### src/verilog/telemetry_bank_defs.vh
// Offsets, field positions, reset values and timing counts of the telemetry readback bank
`ifndef TELEMETRY_BANK_DEFS_VH
`define TELEMETRY_BANK_DEFS_VH

`define OFS_NTC_READING 8'h40
`define OFS_SERIES_RES 8'h41
`define OFS_CHEM_CELLS 8'h43
`define OFS_ICHG_SETPOINT 8'h44
`define OFS_VCHG_SETPOINT 8'h45
`define OFS_INLIM_SETPOINT 8'h46
`define OFS_VBAT_FILT 8'h47
`define OFS_RES_TEST_CUR 8'h48
`define OFS_MEAS_STATUS 8'h4a
`define OFS_FLOOR_SETPOINT 8'h4b

`define CHEM_MSB 11
`define CHEM_LSB 8
`define STAT_LOW_SIGNAL 1
`define STAT_VALID 0

`define NTC_OPEN_CODE 16'h54b4
`define NTC_FULL_SCALE 16'h5545
`define BSR_DIVISOR 16'h00fa
`define TENTH_CURRENT_CODE 16'h0888
`define CELLS_UNKNOWN 4'h0

`define RESET_WORD 16'h0000
`define WARMUP_TIME_MS 12
`define CLOCK_KHZ 100000
`define WARMUP_CYCLES (`WARMUP_TIME_MS * `CLOCK_KHZ)
`define SOFT_STEP_CYCLES 16'h0064
`define FILTER_SHIFT 3

`endif

### src/verilog/setpoint_ramp.v
// Soft-start and soft-stop stepper for the charge current set-point
`timescale 1ns/1ps
`include "telemetry_bank_defs.vh"

module setpoint_ramp (
    // Clock and reset
    input wire clock,
    input wire rst_n,
    // Target and result
    input wire [4:0] target,
    output reg [4:0] value
);
    reg [15:0] tick;

    // One code per step interval, so current never jumps
    always @(posedge clock or negedge rst_n) begin
        if (!rst_n) begin
            tick <= 16'h0000;
            value <= 5'h00;
        end else if (tick == `SOFT_STEP_CYCLES - 16'h0001) begin
            tick <= 16'h0000;
            if (value < target) begin
                value <= value + 5'h01;
            end else if (value > target) begin
                value <= value - 5'h01;
            end
        end else begin
            tick <= tick + 16'h0001;
        end
    end
endmodule

### src/verilog/charger_telemetry_readback_bank.v
// Read-only telemetry and live set-point register bank of the charger
`timescale 1ns/1ps
`include "telemetry_bank_defs.vh"

module charger_telemetry_readback_bank #(
    parameter WARMUP_CYCLES = `WARMUP_CYCLES,
    // Variant code value is arbitrary
    parameter [3:0] CHEMISTRY_CODE = 4'h5
) (
    // Clock and reset
    input wire clock,
    input wire rst_n,
    // Register port from the serial management interface
    input wire [7:0] reg_addr,
    input wire reg_read,
    input wire reg_write,
    input wire [15:0] reg_wdata,
    output reg [15:0] reg_rdata,
    // Cell select straps, asynchronous pins
    input wire cell_select_pin_a,
    input wire cell_select_pin_b,
    // Charger state
    input wire charger_enabled,
    input wire [2:0] charge_phase,
    // Measurement results from the converter
    input wire meas_strobe,
    input wire [15:0] ntc_sample,
    input wire [15:0] vbat_sample,
    input wire bsr_strobe,
    input wire [15:0] bsr_sample,
    input wire [15:0] ibat_sample,
    // Programmed settings from the configuration bank
    input wire [5:0] vcharge_setting,
    input wire [5:0] absorb_delta,
    input wire [5:0] equalize_delta,
    input wire temp_comp_enable,
    input wire [5:0] iin_limit_target,
    input wire [4:0] charge_current_setting,
    input wire mppt_enable,
    input wire [7:0] mppt_floor,
    input wire [7:0] input_floor_setting,
    // Outputs to the charge logic
    output wire charge_inhibit,
    output wire [4:0] charge_current_dac,
    output reg [5:0] charge_voltage_dac,
    output reg [5:0] input_limit_dac,
    output reg [7:0] input_floor_dac,
    output wire ntc_open
);
    localparam PH_OFF = 3'd0;
    localparam PH_BULK = 3'd1;
    localparam PH_ABSORB = 3'd2;
    localparam PH_FLOAT = 3'd3;
    localparam PH_EQUALIZE = 3'd4;

    reg sel_a_meta;
    reg sel_a;
    reg sel_b_meta;
    reg sel_b;
    reg en_meta;
    reg en_sync;
    reg [15:0] ntc_reading;
    reg [15:0] series_resistance_result;
    reg [15:0] filtered_battery_voltage;
    reg [15:0] resistance_test_current;
    reg low_signal;
    reg telemetry_valid;
    reg [31:0] warm_count;
    reg [4:0] next_current_target;
    reg [6:0] next_voltage;
    wire [3:0] cell_count;
    wire [17:0] filt_sum;
    wire signed [17:0] filt_old;
    wire signed [17:0] filt_in;
    wire warm_done;
    reg [15:0] status_word;
    reg [15:0] chem_word;
    reg [15:0] next_rdata;

    function [6:0] add_sat;
        input [6:0] base;
        input [5:0] delta;
        reg [7:0] sum;
        begin
            sum = {1'b0, base} + {2'b00, delta};
            add_sat = (sum > 8'h3f) ? 7'h3f : sum[6:0];
        end
    endfunction

    // Two codes per six-volt group
    function [3:0] cells_from_straps;
        input strap_b;
        input strap_a;
        begin
            case ({strap_b, strap_a})
                2'b00: cells_from_straps = 4'h2;
                2'b01: cells_from_straps = 4'h4;
                2'b10: cells_from_straps = 4'h6;
                default: cells_from_straps = 4'h8;
            endcase
        end
    endfunction

    // Float holds half the programmed current; bulk, absorb and equalize carry all of it; off and unused codes carry none
    function [4:0] phase_current;
        input [2:0] phase;
        input [4:0] setting;
        begin
            case (phase)
                PH_BULK: phase_current = setting;
                PH_ABSORB: phase_current = setting;
                PH_EQUALIZE: phase_current = setting;
                PH_FLOAT: phase_current = {1'b0, setting[4:1]};
                default: phase_current = 5'h00;
            endcase
        end
    endfunction

    // Absorb adds its offset; equalize adds both offsets
    function [6:0] phase_voltage;
        input [2:0] phase;
        input [5:0] setting;
        input [5:0] absorb;
        input [5:0] equalize;
        begin
            case (phase)
                PH_ABSORB: phase_voltage = add_sat({1'b0, setting}, absorb);
                PH_EQUALIZE: phase_voltage = add_sat(add_sat({1'b0, setting}, absorb), equalize);
                default: phase_voltage = {1'b0, setting};
            endcase
        end
    endfunction

    // Narrow set-points sit in the low bits of a zeroed word
    function [15:0] low_field;
        input [7:0] field;
        begin
            low_field = {8'h00, field};
        end
    endfunction

    // Strap and enable pins cross into the clock domain
    always @(posedge clock or negedge rst_n) begin
        if (!rst_n) begin
            sel_a_meta <= 1'b0;
            sel_a <= 1'b0;
        end else begin
            sel_a_meta <= cell_select_pin_a;
            sel_a <= sel_a_meta;
        end
    end

    always @(posedge clock or negedge rst_n) begin
        if (!rst_n) begin
            sel_b_meta <= 1'b0;
            sel_b <= 1'b0;
        end else begin
            sel_b_meta <= cell_select_pin_b;
            sel_b <= sel_b_meta;
        end
    end

    // Enable drop must reach the timer even in mid-charge
    always @(posedge clock or negedge rst_n) begin
        if (!rst_n) begin
            en_meta <= 1'b0;
            en_sync <= 1'b0;
        end else begin
            en_meta <= charger_enabled;
            en_sync <= en_meta;
        end
    end

    assign cell_count = en_sync ? cells_from_straps(sel_b, sel_a) : `CELLS_UNKNOWN;

    // Warm-up timer restarts whenever the charger drops out
    assign warm_done = (warm_count >= WARMUP_CYCLES - 1);
    always @(posedge clock or negedge rst_n) begin
        if (!rst_n) begin
            warm_count <= 32'h0000_0000;
            telemetry_valid <= 1'b0;
        end else if (!en_sync) begin
            warm_count <= 32'h0000_0000;
            telemetry_valid <= 1'b0;
        end else if (warm_done) begin
            telemetry_valid <= 1'b1;
        end else begin
            warm_count <= warm_count + 32'h0000_0001;
        end
    end

    assign charge_inhibit = !telemetry_valid;

    // Filter trades response speed for noise: first-order, 1/8 weight
    assign filt_old = {{2{filtered_battery_voltage[15]}}, filtered_battery_voltage};
    assign filt_in = {{2{vbat_sample[15]}}, vbat_sample};
    assign filt_sum = filt_old - (filt_old >>> `FILTER_SHIFT) + (filt_in >>> `FILTER_SHIFT);

    // Raw codes kept; scaling against the external resistors is left to software
    always @(posedge clock or negedge rst_n) begin
        if (!rst_n) begin
            ntc_reading <= `RESET_WORD;
        end else if (meas_strobe) begin
            ntc_reading <= ntc_sample;
        end
    end

    always @(posedge clock or negedge rst_n) begin
        if (!rst_n) begin
            filtered_battery_voltage <= `RESET_WORD;
        end else if (meas_strobe) begin
            filtered_battery_voltage <= filt_sum[15:0];
        end
    end

    assign ntc_open = (ntc_reading == `NTC_OPEN_CODE);

    // Result, test current and flag share one strobe so they always pair
    always @(posedge clock or negedge rst_n) begin
        if (!rst_n) begin
            series_resistance_result <= `RESET_WORD;
        end else if (bsr_strobe) begin
            series_resistance_result <= bsr_sample;
        end
    end

    always @(posedge clock or negedge rst_n) begin
        if (!rst_n) begin
            resistance_test_current <= `RESET_WORD;
        end else if (bsr_strobe) begin
            resistance_test_current <= ibat_sample;
        end
    end

    always @(posedge clock or negedge rst_n) begin
        if (!rst_n) begin
            low_signal <= 1'b0;
        end else if (bsr_strobe) begin
            low_signal <= ($signed(ibat_sample) < $signed(`TENTH_CURRENT_CODE));
        end
    end

    // Current target per phase; no charge before warm-up
    always @* begin
        next_current_target = phase_current(charge_phase, charge_current_setting);
        if (charge_inhibit || !en_sync) begin
            next_current_target = 5'h00;
        end
    end

    setpoint_ramp current_ramp (
        .clock(clock),
        .rst_n(rst_n),
        .target(next_current_target),
        .value(charge_current_dac)
    );

    // Voltage code: phase offsets, then cold compensation from the thermistor
    always @* begin
        next_voltage = phase_voltage(charge_phase, vcharge_setting, absorb_delta,
            equalize_delta);
        // Higher reading means colder cell, which needs a higher voltage
        if (temp_comp_enable && !ntc_open && ntc_reading[15:14] == 2'b01) begin
            next_voltage = add_sat(next_voltage, 6'h02);
        end
    end

    always @(posedge clock or negedge rst_n) begin
        if (!rst_n) begin
            charge_voltage_dac <= 6'h00;
        end else begin
            charge_voltage_dac <= next_voltage[5:0];
        end
    end

    always @(posedge clock or negedge rst_n) begin
        if (!rst_n) begin
            input_limit_dac <= 6'h00;
        end else begin
            input_limit_dac <= iin_limit_target;
        end
    end

    always @(posedge clock or negedge rst_n) begin
        if (!rst_n) begin
            input_floor_dac <= 8'h00;
        end else begin
            input_floor_dac <= mppt_enable ? mppt_floor : input_floor_setting;
        end
    end

    // Status and chemistry words built field by field
    always @* begin
        status_word = `RESET_WORD;
        status_word[`STAT_LOW_SIGNAL] = low_signal;
        status_word[`STAT_VALID] = telemetry_valid;
        chem_word = `RESET_WORD;
        chem_word[`CHEM_MSB:`CHEM_LSB] = CHEMISTRY_CODE;
        chem_word[3:0] = cell_count;
    end

    // Read decode; reg_write and reg_wdata have no effect by design
    always @* begin
        case (reg_addr)
            `OFS_NTC_READING: next_rdata = ntc_reading;
            `OFS_SERIES_RES: next_rdata = series_resistance_result;
            `OFS_CHEM_CELLS: next_rdata = chem_word;
            `OFS_ICHG_SETPOINT: next_rdata = low_field({3'h0, charge_current_dac});
            `OFS_VCHG_SETPOINT: next_rdata = low_field({2'h0, charge_voltage_dac});
            `OFS_INLIM_SETPOINT: next_rdata = low_field({2'h0, input_limit_dac});
            `OFS_VBAT_FILT: next_rdata = filtered_battery_voltage;
            `OFS_RES_TEST_CUR: next_rdata = resistance_test_current;
            `OFS_MEAS_STATUS: next_rdata = status_word;
            `OFS_FLOOR_SETPOINT: next_rdata = low_field(input_floor_dac);
            default: next_rdata = `RESET_WORD;
        endcase
    end

    // Read data holds until the next read, so a write cannot disturb it
    always @(posedge clock or negedge rst_n) begin
        if (!rst_n) begin
            reg_rdata <= `RESET_WORD;
        end else if (reg_read) begin
            reg_rdata <= next_rdata;
        end
    end
endmodule

### config.mk
export PLATFORM = sky130hd
export DESIGN_NAME = charger_telemetry_readback_bank
export DESIGN_NICKNAME = d
export VERILOG_FILES = /design/src/verilog/setpoint_ramp.v /design/src/verilog/charger_telemetry_readback_bank.v
export VERILOG_INCLUDE_DIRS = /design/src /design/src/verilog
export SDC_FILE = /design/constraint.sdc
export NUM_CORES = 1
export LEC_CHECK = 0
export BUFFER_PORTS_ARGS = -buffer_cell sky130_fd_sc_hd__clkbuf_2
export CORE_ASPECT_RATIO = 0.8
export CORE_MARGIN = 2
export CORE_UTILIZATION = 43
export DETAILED_ROUTE_END_ITERATION = 10
export HOLD_SLACK_MARGIN = 0.05
export SLEW_MARGIN = 20
export SYNTH_ARGS = -nofsm -noshare
export SYNTH_HDL_FRONTEND = slang
export SYNTH_SLANG_ARGS = --single-unit
### constraint.sdc
create_clock -name clock -period 7.5 [get_ports clock]
set_input_delay 0.75 -clock clock [delete_from_list [all_inputs] [get_ports clock]]
set_output_delay 0.75 -clock clock [all_outputs]
set_load 0.02 [all_outputs]
==> results.cfg <==
[grt]
antenna_found_initial = 1
grt_usage_pct = 21.5
grt_max_degree = 85
grt_pass1_vias = 7156
grt_pass1_wl_mm = 38.6
grt-ovfl-total = 0

[clock_tree]
ctsResizeCount = 0
root_buffer = clkbuf_16
htree_levels = 4
clk_pin_slew_ns = 0.07
post_cts_buffers = 0
cts_tree = built
cts.sinks = 161
cts-hold-fix-buffers = 0
clock_latency_ns = 0.43
cts_buffer_depth = 2
cts_buffers = 17

[detailed_routing]
routedWlPerCell_um = 17.6
drtPass1Iterations = 5
avgViaCountPerCell = 5.37
antenna_left = 0
routed_wl_mm = 24.1
vias = 7376
drc = 0
drtIter0Drc = 508

[critical_path]
r2r-end = current_ramp.value[4]
end_kind = register
rr_startpoint = en_sync
cp_data_required_time_ns = 7.81
critPathLaunch = vcharge_setting[0]
ff2ff_path_depth = 15
critPathKind = input pin to register
cp.arrival_ns = 4.52
regToRegSetupSlack_ns = 4.04
crit_fanout = 4
crit_path_start_kind = input pin

[logic_synthesis]
synth_top_family_by_area = simple AND/OR/NAND/NOR gates
synth-xor-area-share_pct = 4.51
synth_compound_area_share_pct = 14.0
synth_edf_count = 0
syn_area_per_cell_sq_um = 10.2
ys.warnings.count = 0
synth.mux.area_fraction_pct = 9.79
synth_cell_types = 77
syn-num-nets = 1142
yosys.area_share.simple_pct = 14.3
synth-async-reset-ratio_pct = 100
ys_seq_elements = 161
syn_area_sq_um = 9520
synth_ff_type = dfrtp_1
seq_area_frac_synth_pct = 42.3
synth_cells = 933
synthAdderAreaFrac_pct = 9.57

[finish]
post-route-util_pct = 51.7
diodes = 0
drive_gt1_share_pct = 26.0
fin_cells = 1374
final_nets = 1296
syn2layout_area_growth_pct = 17.4

[floorplanning]
fp-row-count = 48
core-area_sq_um = 21600
initial_utilization_pct = 44.0
ios = 190
dieHeight_um = 137
dieWidth_um = 170
dieArea_sq_um = 23400

[timing]
worst_slew_pin_slew_ns = 1.04
finalCriticalPeriod_ns = 4.21
rsz0062_at_grt = no
finalSetupViolCount = 0
slew_viol_final = 0
max_freq_mhz = 237
finalSetupTns_ns = 0
maxSlewHeadroom_pct = 30.6
finClkSkew_ns = 0.0114
finalCritPeriodShare_pct = 56.2
hold_viol = 0

[power_and_ir_drop]
powerDensity_nw_per_um2 = 299
peakVddDrop_uv = 217
leakage_nw = 5.20

[placement]
dp_hpwl_mm = 18.0
place.gp.congestion = 0.836
io_buffer_count = 169
dp_cells = 1343

[hold_path]
hold_path.class = input pin to async pin

[flow_run]
drv_cap = 0

[run_status]
status = finished, final reports clean
-- synthesized netlist by cell type (6+ instances only) --
library cell	number	area share [%]
xor2_1	13	1.2
a21oi_1	32	1.7
nand3_1	31	1.6
nor2b_1	6	0.39
mux2i_1	11	1.2
mux2_2	63	7.5
fa_1	18	3.8
a211oi_1	12	0.95
o21ai_0	38	2.0
inv_1	99	3.9
and3_1	10	0.66
a221oi_1	8	0.74
ha_1	44	5.8
dfrtp_1	161	42
nand2b_1	10	0.66
xnor2_1	36	3.3
and2_1	31	2.0
or3_1	7	0.46
nand4_1	13	0.85
o22ai_1	14	0.92
a22oi_1	7	0.55
clkbuf_1	27	1.1
nor3_1	12	0.63
a22o_1	6	0.55
a21o_1	17	1.3
nand2_1	61	2.4
nor4_1	7	0.46
nor2_1	38	1.5
-- worst max-delay path, stage by stage --
cell and delay [ns]:
clkbuf_2 0.09, ha_1 0.20, inv_1 0.07, fa_1 0.20
nor2b_1 0.07, o221a_2 0.26, o21a_1 0.17, nor2_1 0.21
nand2b_1 0.11, ha_1 0.22, fa_1 0.43, a211oi_1 0.38
o21ai_0 0.19, a211oi_1 0.29, o211ai_1 0.19, ha_1 0.27
nand4_1 0.08, mux2_2 0.34
-- routing by layer --
metal	up-vias	routed length, um	global-route usage (%)	part of all wire [%]
li1	3611	-	-	-
met1	3521	11900	31.4	49
met2	218	10500	32.4	43
met3	24	1350	4.66	5.6
met4	2	401	5.89	1.7
met5	-	10	0	0.041
-- stage by stage --
| stage | cell area [sq um] | worst slack [ns] | total power [mW] | hold slack, ns |
|---|---|---|---|---|
| after floorplan | 9520 | 3.36 | 2.14 | 0.331 |
| after global placement | 10600 | 2.94 | 2.46 | 0.335 |
| after detailed placement | 10600 | 2.92 | 2.48 | 0.338 |
| after CTS | 11200 | 3.36 | 3.37 | 0.352 |
| after global routing | 11200 | 2.94 | 3.62 | 0.353 |
| final | 11200 | 3.29 | 3.34 | 0.348 |
-- power breakdown --
| part | total [mW] | switching, mW | internal, mW |
|---|---|---|---|
| clock | 0.875 | 0.381 | 0.494 |
| combinational | 1.41 | 0.788 | 0.623 |
| sequential | 1.06 | 0.0966 | 0.961 |
-- layout by cell type (no fill, tap or decap), types with 6 or more instances in the layout --
master | synthesis | routed
clkbuf_2 | 1 | 168
dfrtp_1 | 161 | 161
inv_1 | 99 | 99
mux2_2 | 63 | 63
nand2_1 | 61 | 61
ha_1 | 44 | 44
nor2_1 | 38 | 38
o21ai_0 | 38 | 38
xnor2_1 | 36 | 36
a21oi_1 | 32 | 32
nand3_1 | 31 | 31
and2_1 | 31 | 31
fa_1 | 18 | 18
a21o_1 | 17 | 17
clkbuf_16 | 0 | 17
o22ai_1 | 14 | 14
nand4_1 | 13 | 13
xor2_1 | 13 | 13
a211oi_1 | 12 | 12
nor3_1 | 12 | 12
mux2i_1 | 11 | 11
and3_1 | 10 | 10
nand2b_1 | 10 | 10
a221oi_1 | 8 | 8
or3_1 | 7 | 7
a22oi_1 | 7 | 7
nor2b_1 | 6 | 6
nor4_1 | 7 | 6
a22o_1 | 6 | 6
-- cells by family (layout without fill, tap and decap cells) --
family | count (synthesis) | count (layout)
adders and majority gates | 62 | 62
AOI/OAI and AO/OA | 194 | 194
buffers and inverters | 135 | 301
DFF | 161 | 161
muxes | 79 | 79
xor gates and xnor gates | 49 | 49
and+or+nand+nor | 253 | 253
-- how the worst max path moves through the flow --
| stage | slack (ns) | cells after the start | end |
|---|---|---|---|
| detailed placement | 2.92 | 18 | charge_voltage_dac[5] |
| finish | 3.29 | 18 | charge_voltage_dac[5] |
| global route | 2.94 | 18 | charge_voltage_dac[5] |
| global placement | 2.94 | 18 | charge_voltage_dac[5] |
| floorplan | 3.36 | 19 | current_ramp.value[4] |
| CTS | 3.36 | 18 | charge_voltage_dac[5] |
-- registers in the layout, summed over array words and instances (netlist names), 5 cells and up --
signal / flops
ntc_reading: 16
current_ramp.value: 5
resistance_test_current: 16
warm_count: 32
current_ramp.tick: 16
filtered_battery_voltage: 16
series_resistance_result: 16
input_floor_dac: 8
charge_voltage_dac: 6
input_limit_dac: 6
reg_rdata: 16
-- layout make-up --
| class | count | area [sq um] |
|---|---|---|
| timing repair buffer | 171 | 871 |
| multi-input combinational | 637 | 4980 |
| fill | 1983 | 10400 |
| clock buffer | 17 | 425 |
| sequential | 161 | 4030 |
| tap | 275 | 344 |
| clock inverter | 14 | 156 |
| inverter | 99 | 372 |
No activity file was read; power rests on OpenSTA's default activity.
